**src/bcc_pkg.sv**
```systemverilog
// Constants shared by the brake chopper control block
package bcc_pkg;
  // ************************************************************
  // Register map (word offsets on the plain register port)
  // ************************************************************
  localparam logic [3:0] ADDR_CTRL       = 4'h0;
  localparam logic [3:0] ADDR_OHMS       = 4'h1;
  localparam logic [3:0] ADDR_POWER      = 4'h2;
  localparam logic [3:0] ADDR_FACTOR     = 4'h3;
  localparam logic [3:0] ADDR_STATUS     = 4'h4;
  localparam logic [3:0] ADDR_BUS_V      = 4'h5;
  localparam logic [3:0] ADDR_LOAD       = 4'h6;
  localparam logic [3:0] ADDR_SW_ENERGY  = 4'h7;
  localparam logic [3:0] ADDR_INT_STAT   = 4'h8;
  localparam logic [3:0] ADDR_INT_MASK   = 4'h9;
  // ************************************************************
  // Field positions
  // ************************************************************
  localparam int CTRL_ENABLE_BIT  = 0;
  localparam int CTRL_TRIP_EN_BIT = 1;
  localparam int ST_BRAKING_BIT   = 0;
  localparam int ST_HOLD_BIT      = 1;
  localparam int ST_TRIP_BIT      = 2;
  localparam int EV_WIDTH         = 3;
  // ************************************************************
  // Reset values and accepted ranges
  // ************************************************************
  localparam logic [1:0]  CTRL_RESET   = 2'h1;
  localparam logic [9:0]  OHMS_RESET   = 10'h064;
  localparam logic [9:0]  OHMS_MIN     = 10'h001;
  localparam logic [9:0]  OHMS_MAX     = 10'h3E8;
  localparam logic [12:0] POWER_RESET  = 13'h0001;
  localparam logic [12:0] POWER_MIN    = 13'h0001;
  localparam logic [12:0] POWER_MAX    = 13'h13EC;
  localparam logic [5:0]  FACTOR_RESET = 6'h19;
  localparam logic [5:0]  FACTOR_MIN   = 6'h01;
  localparam logic [5:0]  FACTOR_MAX   = 6'h28;
  // Bus voltage levels in tenths of a volt
  localparam logic [15:0] BUS_ON_LEVEL  = 16'h2198;
  localparam logic [15:0] BUS_OFF_LEVEL = 16'h2134;
  // Watts per 0.1 kW power step, ms per overload second, tenths squared
  localparam logic [6:0]  WATT_PER_STEP = 7'h64;
  localparam logic [9:0]  MS_PER_SEC    = 10'h3E8;
  localparam logic [6:0]  TENTHS_SQ     = 7'h64;
  // Switch on-state drop in tenths of a volt
  localparam logic [7:0]  SWITCH_DROP   = 8'h14;
  // ************************************************************
  // Timing
  // ************************************************************
  localparam int CLK_HZ     = 25000000;
  localparam int TICK_US    = 1000;
  localparam int TICK_COUNT = CLK_HZ / 1000000 * TICK_US;
endpackage

```
**src/bcc_thermal_if.sv**
```systemverilog
// Carrier between the brake controller and its thermal estimator
`timescale 1ns/1ps
`default_nettype none
interface bcc_thermal_if;
  logic        tick;
  logic [15:0] volts;
  logic        switch_on;
  logic [9:0]  ohms;
  logic [12:0] power;
  logic [5:0]  factor;
  logic [39:0] load;
  logic [31:0] sw_energy;
  logic        overload;
  modport ctl (output tick, volts, switch_on, ohms, power, factor, input load, sw_energy, overload);
  modport est (input tick, volts, switch_on, ohms, power, factor, output load, sw_energy, overload);
endinterface
`default_nettype wire

```
**src/bcc_thermal.sv**
```systemverilog
// Dump resistor energy and thermal loading estimator
`timescale 1ns/1ps
`default_nettype none
module bcc_thermal (
  input  wire logic   clk_i,
  input  wire logic   rst_b_i,
  bcc_thermal_if.est  th
);
  logic [39:0] load;
  logic [39:0] next_load;
  logic [31:0] sw_energy;
  logic [31:0] next_sw_energy;
  logic [31:0] v_sq;
  logic [16:0] r_x100;
  logic [31:0] p_res;
  logic [19:0] p_cont;
  logic [39:0] capacity;
  logic [40:0] sum;
  logic [25:0] sw_loss;

  // ************************************************************
  // Power terms
  // ************************************************************
  // Divider is combinational; a 1 ms tick leaves ample slack for it
  always_comb begin
    v_sq     = 32'(th.volts) * 32'(th.volts);
    r_x100   = 17'(th.ohms) * 17'(bcc_pkg::TENTHS_SQ);
    p_res    = v_sq / 32'(r_x100);
    p_cont   = 20'(th.power) * 20'(bcc_pkg::WATT_PER_STEP);
    capacity = 40'(th.factor - 6'h01) * 40'(p_cont) * 40'(bcc_pkg::MS_PER_SEC);
    sw_loss  = 26'(32'(th.volts) * 32'(bcc_pkg::SWITCH_DROP) / 32'(r_x100));
  end

  // ************************************************************
  // Energy bucket in watt-milliseconds
  // ************************************************************
  // Resistor heats by its power while switching, cools by its rating
  always_comb begin
    next_load      = load;
    next_sw_energy = sw_energy;
    sum            = 41'(load) + (th.switch_on ? 41'(p_res) : 41'h0);
    if (th.tick) begin
      next_load = (sum > 41'(p_cont)) ? 40'(sum - 41'(p_cont)) : 40'h0;
      if (th.switch_on) begin
        next_sw_energy = sw_energy + 32'(sw_loss);
      end
    end
  end

  always_ff @(posedge clk_i or negedge rst_b_i) begin
    if (!rst_b_i) begin
      load      <= 40'h0;
      sw_energy <= 32'h0;
    end else begin
      load      <= next_load;
      sw_energy <= next_sw_energy;
    end
  end

  assign th.load      = load;
  assign th.sw_energy = sw_energy;
  assign th.overload  = load > capacity;
endmodule
`default_nettype wire

```
**src/bcc_top.sv**
```systemverilog
// Brake chopper control: bus sampling, brake switch, hold, thermal trip, registers
// Functional notes
// - Braking works only while enable is set; otherwise switch untouched by logic. Code forces the switch off while enable is clear.
// - While enabled, sample bus voltage each millisecond tick and update switch.
// - Read-only status bit shows brake switch conducting.
// - Hold asserted while sampled voltage exceeds threshold; ramp freezes meanwhile. Code asserts hold only while enable is set.
// - Monitoring and switching run regardless of motor output stage enable.
// - Accumulate resistor energy and switch dissipation continuously.
// - Derive resistor thermal loading from energy and configured ratings.
// - With trip option enabled, raise overload trip when loading exceeds capability.
// - Resistor value in ohms held, accepted from 1 to 1000.
// - Continuous power rating held, 0.1 to 510.0 kW in 0.1 kW steps.
// - Short-term overload factor held, integer 1 to 40, for one second.
// - Bus voltage exposed read-only in tenths of a volt.
//
// Local design decisions: the address-and-strobe port and the placing of the registers.
`timescale 1ns/1ps
`default_nettype none
module bcc_top #(
  parameter int TICK_CYCLES = bcc_pkg::TICK_COUNT
) (
  input  wire logic        clk_i,
  input  wire logic        rst_b_i,
  input  wire logic [15:0] bus_voltage_i,
  input  wire logic [3:0]  reg_addr_i,
  input  wire logic [31:0] reg_wdata_i,
  input  wire logic        reg_wr_i,
  input  wire logic        reg_rd_i,
  output logic      [31:0] reg_rdata_o,
  output logic             brake_switch_o,
  output logic             ramp_hold_o,
  output logic             overload_trip_o,
  output logic             irq_o
);
  bcc_thermal_if th ();

  logic [1:0]  ctrl;
  logic [1:0]  next_ctrl;
  logic [9:0]  ohms;
  logic [9:0]  next_ohms;
  logic [12:0] power;
  logic [12:0] next_power;
  logic [5:0]  factor;
  logic [5:0]  next_factor;
  logic [15:0] tick_cnt;
  logic [15:0] next_tick_cnt;
  logic        tick;
  logic [15:0] bus_voltage_reading;
  logic [15:0] next_bus_voltage_reading;
  logic        braking;
  logic        next_braking;
  logic        hold;
  logic        next_hold;
  logic        trip;
  logic        next_trip;
  logic [2:0]  int_stat;
  logic [2:0]  next_int_stat;
  logic [2:0]  int_mask;
  logic [2:0]  next_int_mask;
  logic [2:0]  events;
  logic [31:0] rdata;
  logic [31:0] next_rdata;
  logic        enable;

  // Clamps a written value into its accepted range
  function automatic logic [15:0] clamp(input logic [31:0] v, input logic [15:0] lo, input logic [15:0] hi);
    if (v < 32'(lo)) begin
      clamp = lo;
    end else if (v > 32'(hi)) begin
      clamp = hi;
    end else begin
      clamp = v[15:0];
    end
  endfunction

  function automatic logic wr_hit(input logic [3:0] a, input logic [3:0] off, input logic wr);
    wr_hit = wr && (a == off);
  endfunction

  assign enable = ctrl[bcc_pkg::CTRL_ENABLE_BIT];

  // ************************************************************
  // Millisecond tick
  // ************************************************************
  // Tick runs whether the motor output stage is on or not
  always_comb begin
    tick          = (tick_cnt == 16'(TICK_CYCLES - 1));
    next_tick_cnt = tick ? 16'h0 : tick_cnt + 16'h1;
  end

  always_ff @(posedge clk_i or negedge rst_b_i) begin
    if (!rst_b_i) begin
      tick_cnt <= 16'h0;
    end else begin
      tick_cnt <= next_tick_cnt;
    end
  end

  // ************************************************************
  // Sampling, brake switch and hold
  // ************************************************************
  // Hysteresis keeps the chopper from chattering on ripple near the level
  always_comb begin
    next_bus_voltage_reading = bus_voltage_reading;
    next_braking             = braking;
    next_hold                = hold;
    next_trip                = ctrl[bcc_pkg::CTRL_TRIP_EN_BIT] && th.overload;
    if (tick) begin
      next_bus_voltage_reading = bus_voltage_i;
    end
    if (!enable) begin
      next_braking = 1'b0;
      next_hold    = 1'b0;
    end else if (tick) begin
      if (bus_voltage_i > bcc_pkg::BUS_ON_LEVEL) begin
        next_braking = 1'b1;
      end else if (bus_voltage_i < bcc_pkg::BUS_OFF_LEVEL) begin
        next_braking = 1'b0;
      end
      next_hold = bus_voltage_i > bcc_pkg::BUS_ON_LEVEL;
    end
  end

  always_ff @(posedge clk_i or negedge rst_b_i) begin
    if (!rst_b_i) begin
      bus_voltage_reading <= 16'h0;
      braking             <= 1'b0;
      hold                <= 1'b0;
      trip                <= 1'b0;
    end else begin
      bus_voltage_reading <= next_bus_voltage_reading;
      braking             <= next_braking;
      hold                <= next_hold;
      trip                <= next_trip;
    end
  end

  assign brake_switch_o  = braking;
  assign ramp_hold_o     = hold;
  assign overload_trip_o = trip;

  // ************************************************************
  // Thermal estimator
  // ************************************************************
  assign th.tick      = tick;
  assign th.volts     = bus_voltage_i;
  assign th.switch_on = braking;
  assign th.ohms      = ohms;
  assign th.power     = power;
  assign th.factor    = factor;

  bcc_thermal u_thermal (
    .clk_i   (clk_i),
    .rst_b_i (rst_b_i),
    .th      (th)
  );

  // ************************************************************
  // Configuration registers
  // ************************************************************
  // Out-of-range writes are clamped so the divider never sees zero ohms
  always_comb begin
    next_ctrl   = ctrl;
    next_ohms   = ohms;
    next_power  = power;
    next_factor = factor;
    next_int_mask = int_mask;
    if (wr_hit(reg_addr_i, bcc_pkg::ADDR_CTRL, reg_wr_i)) begin
      next_ctrl = reg_wdata_i[1:0];
    end
    if (wr_hit(reg_addr_i, bcc_pkg::ADDR_OHMS, reg_wr_i)) begin
      next_ohms = 10'(clamp(reg_wdata_i, 16'(bcc_pkg::OHMS_MIN), 16'(bcc_pkg::OHMS_MAX)));
    end
    if (wr_hit(reg_addr_i, bcc_pkg::ADDR_POWER, reg_wr_i)) begin
      next_power = 13'(clamp(reg_wdata_i, 16'(bcc_pkg::POWER_MIN), 16'(bcc_pkg::POWER_MAX)));
    end
    if (wr_hit(reg_addr_i, bcc_pkg::ADDR_FACTOR, reg_wr_i)) begin
      next_factor = 6'(clamp(reg_wdata_i, 16'(bcc_pkg::FACTOR_MIN), 16'(bcc_pkg::FACTOR_MAX)));
    end
    if (wr_hit(reg_addr_i, bcc_pkg::ADDR_INT_MASK, reg_wr_i)) begin
      next_int_mask = reg_wdata_i[2:0];
    end
  end

  always_ff @(posedge clk_i or negedge rst_b_i) begin
    if (!rst_b_i) begin
      ctrl     <= bcc_pkg::CTRL_RESET;
      ohms     <= bcc_pkg::OHMS_RESET;
      power    <= bcc_pkg::POWER_RESET;
      factor   <= bcc_pkg::FACTOR_RESET;
      int_mask <= 3'h0;
    end else begin
      ctrl     <= next_ctrl;
      ohms     <= next_ohms;
      power    <= next_power;
      factor   <= next_factor;
      int_mask <= next_int_mask;
    end
  end

  // ************************************************************
  // Interrupts
  // ************************************************************
  // Rising edges of switch, hold and trip; a new event beats a clear
  assign events = {next_trip & ~trip, next_hold & ~hold, next_braking & ~braking};

  always_comb begin
    next_int_stat = int_stat;
    if (wr_hit(reg_addr_i, bcc_pkg::ADDR_INT_STAT, reg_wr_i)) begin
      next_int_stat = int_stat & ~reg_wdata_i[2:0];
    end
    next_int_stat = next_int_stat | events;
  end

  always_ff @(posedge clk_i or negedge rst_b_i) begin
    if (!rst_b_i) begin
      int_stat <= 3'h0;
    end else begin
      int_stat <= next_int_stat;
    end
  end

  assign irq_o = |(int_stat & int_mask);

  // ************************************************************
  // Read data
  // ************************************************************
  always_comb begin
    next_rdata = 32'h0;
    if (reg_rd_i) begin
      case (reg_addr_i)
        bcc_pkg::ADDR_CTRL:      next_rdata = 32'(ctrl);
        bcc_pkg::ADDR_OHMS:      next_rdata = 32'(ohms);
        bcc_pkg::ADDR_POWER:     next_rdata = 32'(power);
        bcc_pkg::ADDR_FACTOR:    next_rdata = 32'(factor);
        bcc_pkg::ADDR_STATUS:    next_rdata = 32'({trip, hold, braking});
        bcc_pkg::ADDR_BUS_V:     next_rdata = 32'(bus_voltage_reading);
        bcc_pkg::ADDR_LOAD:      next_rdata = th.load[39:8];
        bcc_pkg::ADDR_SW_ENERGY: next_rdata = th.sw_energy;
        bcc_pkg::ADDR_INT_STAT:  next_rdata = 32'(int_stat);
        bcc_pkg::ADDR_INT_MASK:  next_rdata = 32'(int_mask);
        default:                 next_rdata = 32'h0;
      endcase
    end
  end

  always_ff @(posedge clk_i or negedge rst_b_i) begin
    if (!rst_b_i) begin
      rdata <= 32'h0;
    end else begin
      rdata <= next_rdata;
    end
  end

  assign reg_rdata_o = rdata;
endmodule
`default_nettype wire

```
**config.mk**
```make
export PLATFORM = sky130hd
export DESIGN_NAME = bcc_top
export DESIGN_NICKNAME = d
export VERILOG_FILES = /design/src/bcc_pkg.sv /design/src/bcc_thermal_if.sv /design/src/bcc_thermal.sv /design/src/bcc_top.sv
export SDC_FILE = /design/constraint.sdc
export NUM_CORES = 2
export LEC_CHECK = 0
export BUFFER_PORTS_ARGS = -buffer_cell sky130_fd_sc_hd__buf_2
export CORE_MARGIN = 2
export CORE_UTILIZATION = 60
export CTS_CLUSTER_DIAMETER = 120
export DETAILED_ROUTE_END_ITERATION = 7
export GPL_ROUTABILITY_DRIVEN = 0
export PLACE_DENSITY_LB_ADDON = 0.08
export REMOVE_ABC_BUFFERS = 1
export SLEW_MARGIN = 20
export SYNTH_ARGS = -nofsm -noshare
export SYNTH_HDL_FRONTEND = slang
export SYNTH_HIERARCHICAL = 1
export SYNTH_SLANG_ARGS = --single-unit
```
**constraint.sdc**
```tcl
create_clock -name clk_i -period 128.7 [get_ports clk_i]
set_clock_uncertainty 0.1 [all_clocks]
set_input_delay 6.435 -clock clk_i [delete_from_list [all_inputs] [get_ports clk_i]]
set_output_delay 6.435 -clock clk_i [all_outputs]
set_load 0.05 [all_outputs]
```
### Word level (Yosys, flattened, before mapping)

Index checks and enable logic that the tools add are counted.

* muxes and demuxes: 18
* reduce and logical (&&, ||, !) cells: 10
* magnitude comparators: 8
* bitwise operators: 10
* div/mod/pow operators: 2
* add/subtract/negate cells: 5
* eq/ne operators: 10
* multiply operators: 6

Operator list (count)
* 32-bit one-hot mux with 10 select lines: 1
* 32-bit 2-to-1 mux: 2
* 40-bit by 32-bit adder with 41-bit output: 1
* 41-bit by 20-bit > comparator with 1-bit output: 1
* 40-bit > comparator: 1
* 40-bit by 18-bit multiplier with 38-bit output: 1
* 40-bit 2-to-1 mux: 1
* 40-bit by 20-bit subtractor with 40-bit output: 1
* 38-bit by 7-bit multiplier with 35-bit output, second input constant: 1
* 32-bit by 26-bit adder with 32-bit output: 1
* 21-bit by 17-bit divider with 32-bit output: 1
* 32-bit by 17-bit divider with 32-bit output: 1
* 32-bit by 10-bit > comparator with 1-bit output, second input constant: 1
* 32-bit by 13-bit > comparator with 1-bit output, second input constant: 1
* 32-bit by 6-bit > comparator with 1-bit output, second input constant: 1
* 32-bit by 1-bit < comparator with 1-bit output, second input constant: 1
* 16-bit by 16-bit multiplier with 32-bit output: 1
* 13-bit 2-to-1 mux: 2
* 10-bit 2-to-1 mux: 2
* 16-bit by 3-bit multiplier with 19-bit output, second input constant: 1
* 13-bit by 5-bit multiplier with 18-bit output, second input constant: 1
* 16-bit by 1-bit adder with 16-bit output, second input constant: 1
* 16-bit by 15-bit equality test with 1-bit output, second input constant: 1
* 4-bit by 3-bit equality test with 1-bit output, second input constant: 4
* 20 further kinds: 39

* output and inout bits: 36
* word-level logic and storage cells: 83
* register bits: 176

### Longest topological paths before layout

* depth after elaboration: 7
* depth in mapped cells: 532
* depth with buffers taken out: 494

### Hierarchy

The synthesis kept the hierarchy.

By module, submodules not included
* bcc_thermal: area each 65815.6 um2, cells each 8592, instances 1
* bcc_top: area each 5056.1 um2, cells each 465, instances 1

### Least setup slack after synthesis

No wires, ideal clock.

* path kind: input-to-reg
* start point: input bus_voltage_i[1]
* end point: register u_thermal.load[0], in the netlist u_thermal/th.load[0]
* setup time: 141 ps
* data arrival time: 103288 ps
* path buffers: 51
* stages on the path: 511
* setup slack: 25171 ps
* path through: clkbuf_1 clkbuf_1 nand2_1 fa_1 inv_1 fa_1 fa_1 fa_1 fa_1 inv_1 fa_1 inv_1 ha_1 clkbuf_1 nand2_1 nor2_1 o2111ai_1 nand3_1 [... 475 more ...] o21ai_0 a21boi_0 o21ai_0 a21boi_0 o21ai_0 nand2b_1 a21o_1 a21o_1 and3_1 clkbuf_1 nor2_1 nand2_1 o21ai_0 and3_1 clkbuf_1 clkbuf_1 clkbuf_1 o22ai_1

* longest elaborated chain between the ends: 6
* elaborated cells on any way between the ends: 7
* classes of those cells: 2 x add/sub; 1 x mul; 1 x div; 1 x order compare; 2 x mux

RTL lines
* from (decl): RTL line bcc_top.sv:24 `input wire logic [15:0] bus_voltage_i,`
* 16-bit by 16-bit multiplier with 32-bit output *: RTL line bcc_thermal.sv:26 `v_sq = 32'(th.volts) * 32'(th.volts);`
* 32-bit by 17-bit divider with 32-bit output *: RTL line bcc_thermal.sv:28 `p_res = v_sq / 32'(r_x100);`
* 32-bit 2-to-1 mux *: RTL line bcc_thermal.sv:41 `sum = 41'(load) + (th.switch_on ? 41'(p_res) : 41'h0);`
* 40-bit by 32-bit adder with 41-bit output *: RTL line bcc_thermal.sv:41
* 40-bit by 20-bit subtractor with 40-bit output / 41-bit by 20-bit > comparator with 1-bit output (equally long branches): RTL line bcc_thermal.sv:43 `next_load = (sum > 41'(p_cont)) ? 40'(sum - 41'(p_cont)) : 40'h0;`
* 40-bit 2-to-1 mux *: RTL line bcc_thermal.sv:43
* to (signal assigned): RTL line bcc_thermal.sv:55 `load <= next_load;`
* to (decl): RTL line bcc_thermal.sv:9 `logic [39:0] load;`

Mark *: on every way between the ends. The rest lies on a longest branch, timed or not.
A chain may end at the register's enable or synchronous reset.

### Final worst setup path

* start point: input bus_voltage_i[11]
* end point: register u_thermal.load[33], in the netlist u_thermal/th.load[33]

The elaborated chain is that of the path after synthesis.

==> reports/metrics.csv <==
stage,metric,value,unit
clocking,post-cts resize count,0,
synth,Post-synth ARST share,100.0,%
setup_path,CP Max Fanout,34,
die,I/O pins,92,
setup_path,Worst setup EP type,flop,
clocking,total setup buffers inserted after CTS,0,
setup_path,Max stage delay on crit path,0.97,ns
synth,Post-synth EDFFs,0,
clocking,total CTS buffers,17,
routing,Final Routed Wirelength,219.0,mm
routing,Vias/cell,6.459,
synth,Post-Syn Instances,9057,
die,Rows,126,
layout,"commonest cells after routing, fill and taps aside","ha_1, inv_1, nor2_1, nand2_1, a21oi_1",
setup_path,CP required,128.96,ns
hold_path,hold endpoint,tick_cnt[0],
timing,Setup Viol. Count Final,0,
synth,register bit total from synthesis,176,
global_routing,initial antenna violation count,20,
timing,fmax,8.584,MHz
synth,post-synthesis sequential area ratio,6.228,%
global_routing,global-route wire length before repair,348.8,mm
routing,Final ANT Viol Nets,0,
die,Die Height,347.7,µm
hold_path,Worst Hold Launch,tick_cnt[0],
layout,Fillers,10640,
clocking,CTS tree,done,
routing,first-pass iteration count of the detailed router,8,
timing,Tcrit/Tclk final,90.51,%
setup_path,R2R Setup Slk,19.20,ns
routing,total number of vias,68190,
layout,Area Overhead vs Synth,3.842,%
clocking,clk root buf,clkbuf_16,
timing,RSZ-0062 raised after global routing,no,
global_routing,vias in the first global route,65980,
timing,slew margin rel.,24.36,%
global_routing,Overflow after GRT,0,
run_status,status,finished with violations,
routing,DR DRC count,2,
global_routing,Total GRT Usage,35.58,%
synth,Syn. warnings,6,
clocking,CTS H-Tree Depth,4,
timing,Hold Fails Final Rpt,0,
clocking,clk_lat worst skew,0.51,ns
placed_design,Buffers on Ports,91,
setup_path,Critical Path AT,116.75,ns
layout,final net count,10670,
setup_path,CP dominant cell by count,o21a_1,
synth,Mapped Area,70870,µm²
synth,Syn Area/Cell,7.825,µm²
die,full die area,120900,µm²
run,max-cap violation count,0,
run_status,violated checks,DRC,
die,die width,347.7,µm
hold_path,Hold Path Depth,1,
layout,layout cell share with drive strength beyond 1,7.053,%
setup_path,worst setup path category,input port to flop,
routing,DR iter-0 viols,5677,
synth,"Top FF cell, synth",dfrtp_1,
layout,"most common cell after layout, fill and taps aside",ha_1,
timing,Final Slew Violations,0,
setup_path,reg2reg start,ohms[2],
die,Initial Util,60.26,%
global_routing,largest net degree at the start of global routing,70,
clocking,CTS Sinks,176,
hold_path,Hold Path Class,flop to flop,
synth,Synth cell types,137,
timing,Final Critical Period,116.49,ns
die,core area,117600,µm²
setup_path,RR Endpoint,u_thermal/th.sw_energy[31],
setup_path,R2R depth,453,
setup_path,slowest CP cell,and3_1,
routing,post-DR wirelength/cell,20.75,µm
clocking,CTS Hold Bufs,0,
timing,setup_tns,0,ns
clocking,CTS max path bufs,2,
timing,worst-margin pin slew,1.127,ns
setup_path,Critical Path Start Type,input port,
clocking,clk slew on worst S/H paths,0.07,ns
setup_path,Worst Setup SP,bus_voltage_i[11],
placed_design,DP HPWL,178.1,mm
==> registers in the layout, summed over array words and instances (netlist names), 6 cells and up <==
signal / count
bus_voltage_reading: 16
ohms: 10
power: 13
u_thermal/th.sw_energy: 32
factor: 6
reg_rdata_o: 32
tick_cnt: 16
u_thermal/th.load: 40
==> worst max-delay path, delay by kind of cell <==
kind                       cells  cell delay (ns)
and+or+nand+nor              124            27.71
xor gates and xnor gates       1             0.88
AOI/OAI and AO/OA            280            60.77
adders and majority gates     39            13.48
buffers and inverters         21             3.97
muxes                          9             3.26
==> cell families after synthesis <==
logic type / Yosys count / share of synthesized area (%)
AND/OR/NAND/NOR: 2984 / 20.85
AO/OA/AOI/OAI: 2420 / 23.53
adder cells (fa/ha/maj): 1610 / 33.30
buffers and inverters: 1145 / 6.225
XOR/XNOR: 453 / 5.609
multiplexers: 268 / 4.251
flip-flops: 176 / 6.228
other: 1 / 0.005291
==> metrics by stage <==
stage	util (%)	instances	setup WS, ns	hold slack [ns]	area (µm²)
after floorplan	-	8826	23.81	0.3251	69890
after global placement	62.01	10520	17.70	0.3404	72930
after detailed placement	62.02	10520	14.14	0.3512	72940
after CTS	62.54	10550	14.10	0.3610	73560
after global routing	62.57	10560	4.282	0.3959	73590
final	62.58	10560	12.21	0.3592	73590
==> how the worst max path moves through the flow <==
stage,end,slack (ns),cells past startpoint
finish,u_thermal/th.load[33],12.21,474
CTS,u_thermal/th.load[33],14.10,471
global route,u_thermal/th.load[33],4.28,473
detailed placement,u_thermal/th.load[33],14.14,471
global placement,u_thermal/th.load[32],17.70,471
floorplan,u_thermal/th.load[32],23.81,466
==> layer usage <==
layer  global-route usage [%]  share of wire [%]  wire length (µm)
met5                        0              0.083               182
met4                    16.72                5.2             11480
met3                    5.557                7.9             17370
met2                    58.24                 45             98350
met1                    45.95                 42             91660
==> synthesized netlist by cell type (111+ instances only) <==
cell type | count | area share (%)
ha_1 | 1148 | 20
inv_1 | 893 | 4.7
nor2_1 | 775 | 4.1
nand2_1 | 716 | 3.8
a21oi_1 | 475 | 3.4
nor3_1 | 474 | 3.3
fa_1 | 461 | 13
o21a_1 | 436 | 4.6
o21ai_0 | 377 | 2.7
xnor2_1 | 284 | 3.5
o31ai_1 | 201 | 2.1
mux2_2 | 185 | 2.9
a21o_1 | 175 | 1.9
clkbuf_1 | 168 | 0.89
dfrtp_1 | 168 | 5.9
xor2_1 | 168 | 2.1
nand3_1 | 148 | 1.0
and2_1 | 126 | 1.1
nand4_1 | 111 | 0.98
==> area by class of cell <==
class / count / area [µm²] / area share, %
repair buffers: 159 / 982.2 / 1.335
flip-flops and latches: 176 / 4414 / 5.998
diodes: 5 / 12.51 / 0.01700
inverters: 904 / 3395 / 4.612
clock inverters: 13 / 168.9 / 0.2295
multi-input cells: 7746 / 62250 / 84.58
clock buffers: 19 / 452.9 / 0.6154
well taps: 1536 / 1922 / 2.611
Power is not shown: default switching activity piles up to over one toggle a cycle in this logic, so the estimate is an artifact.
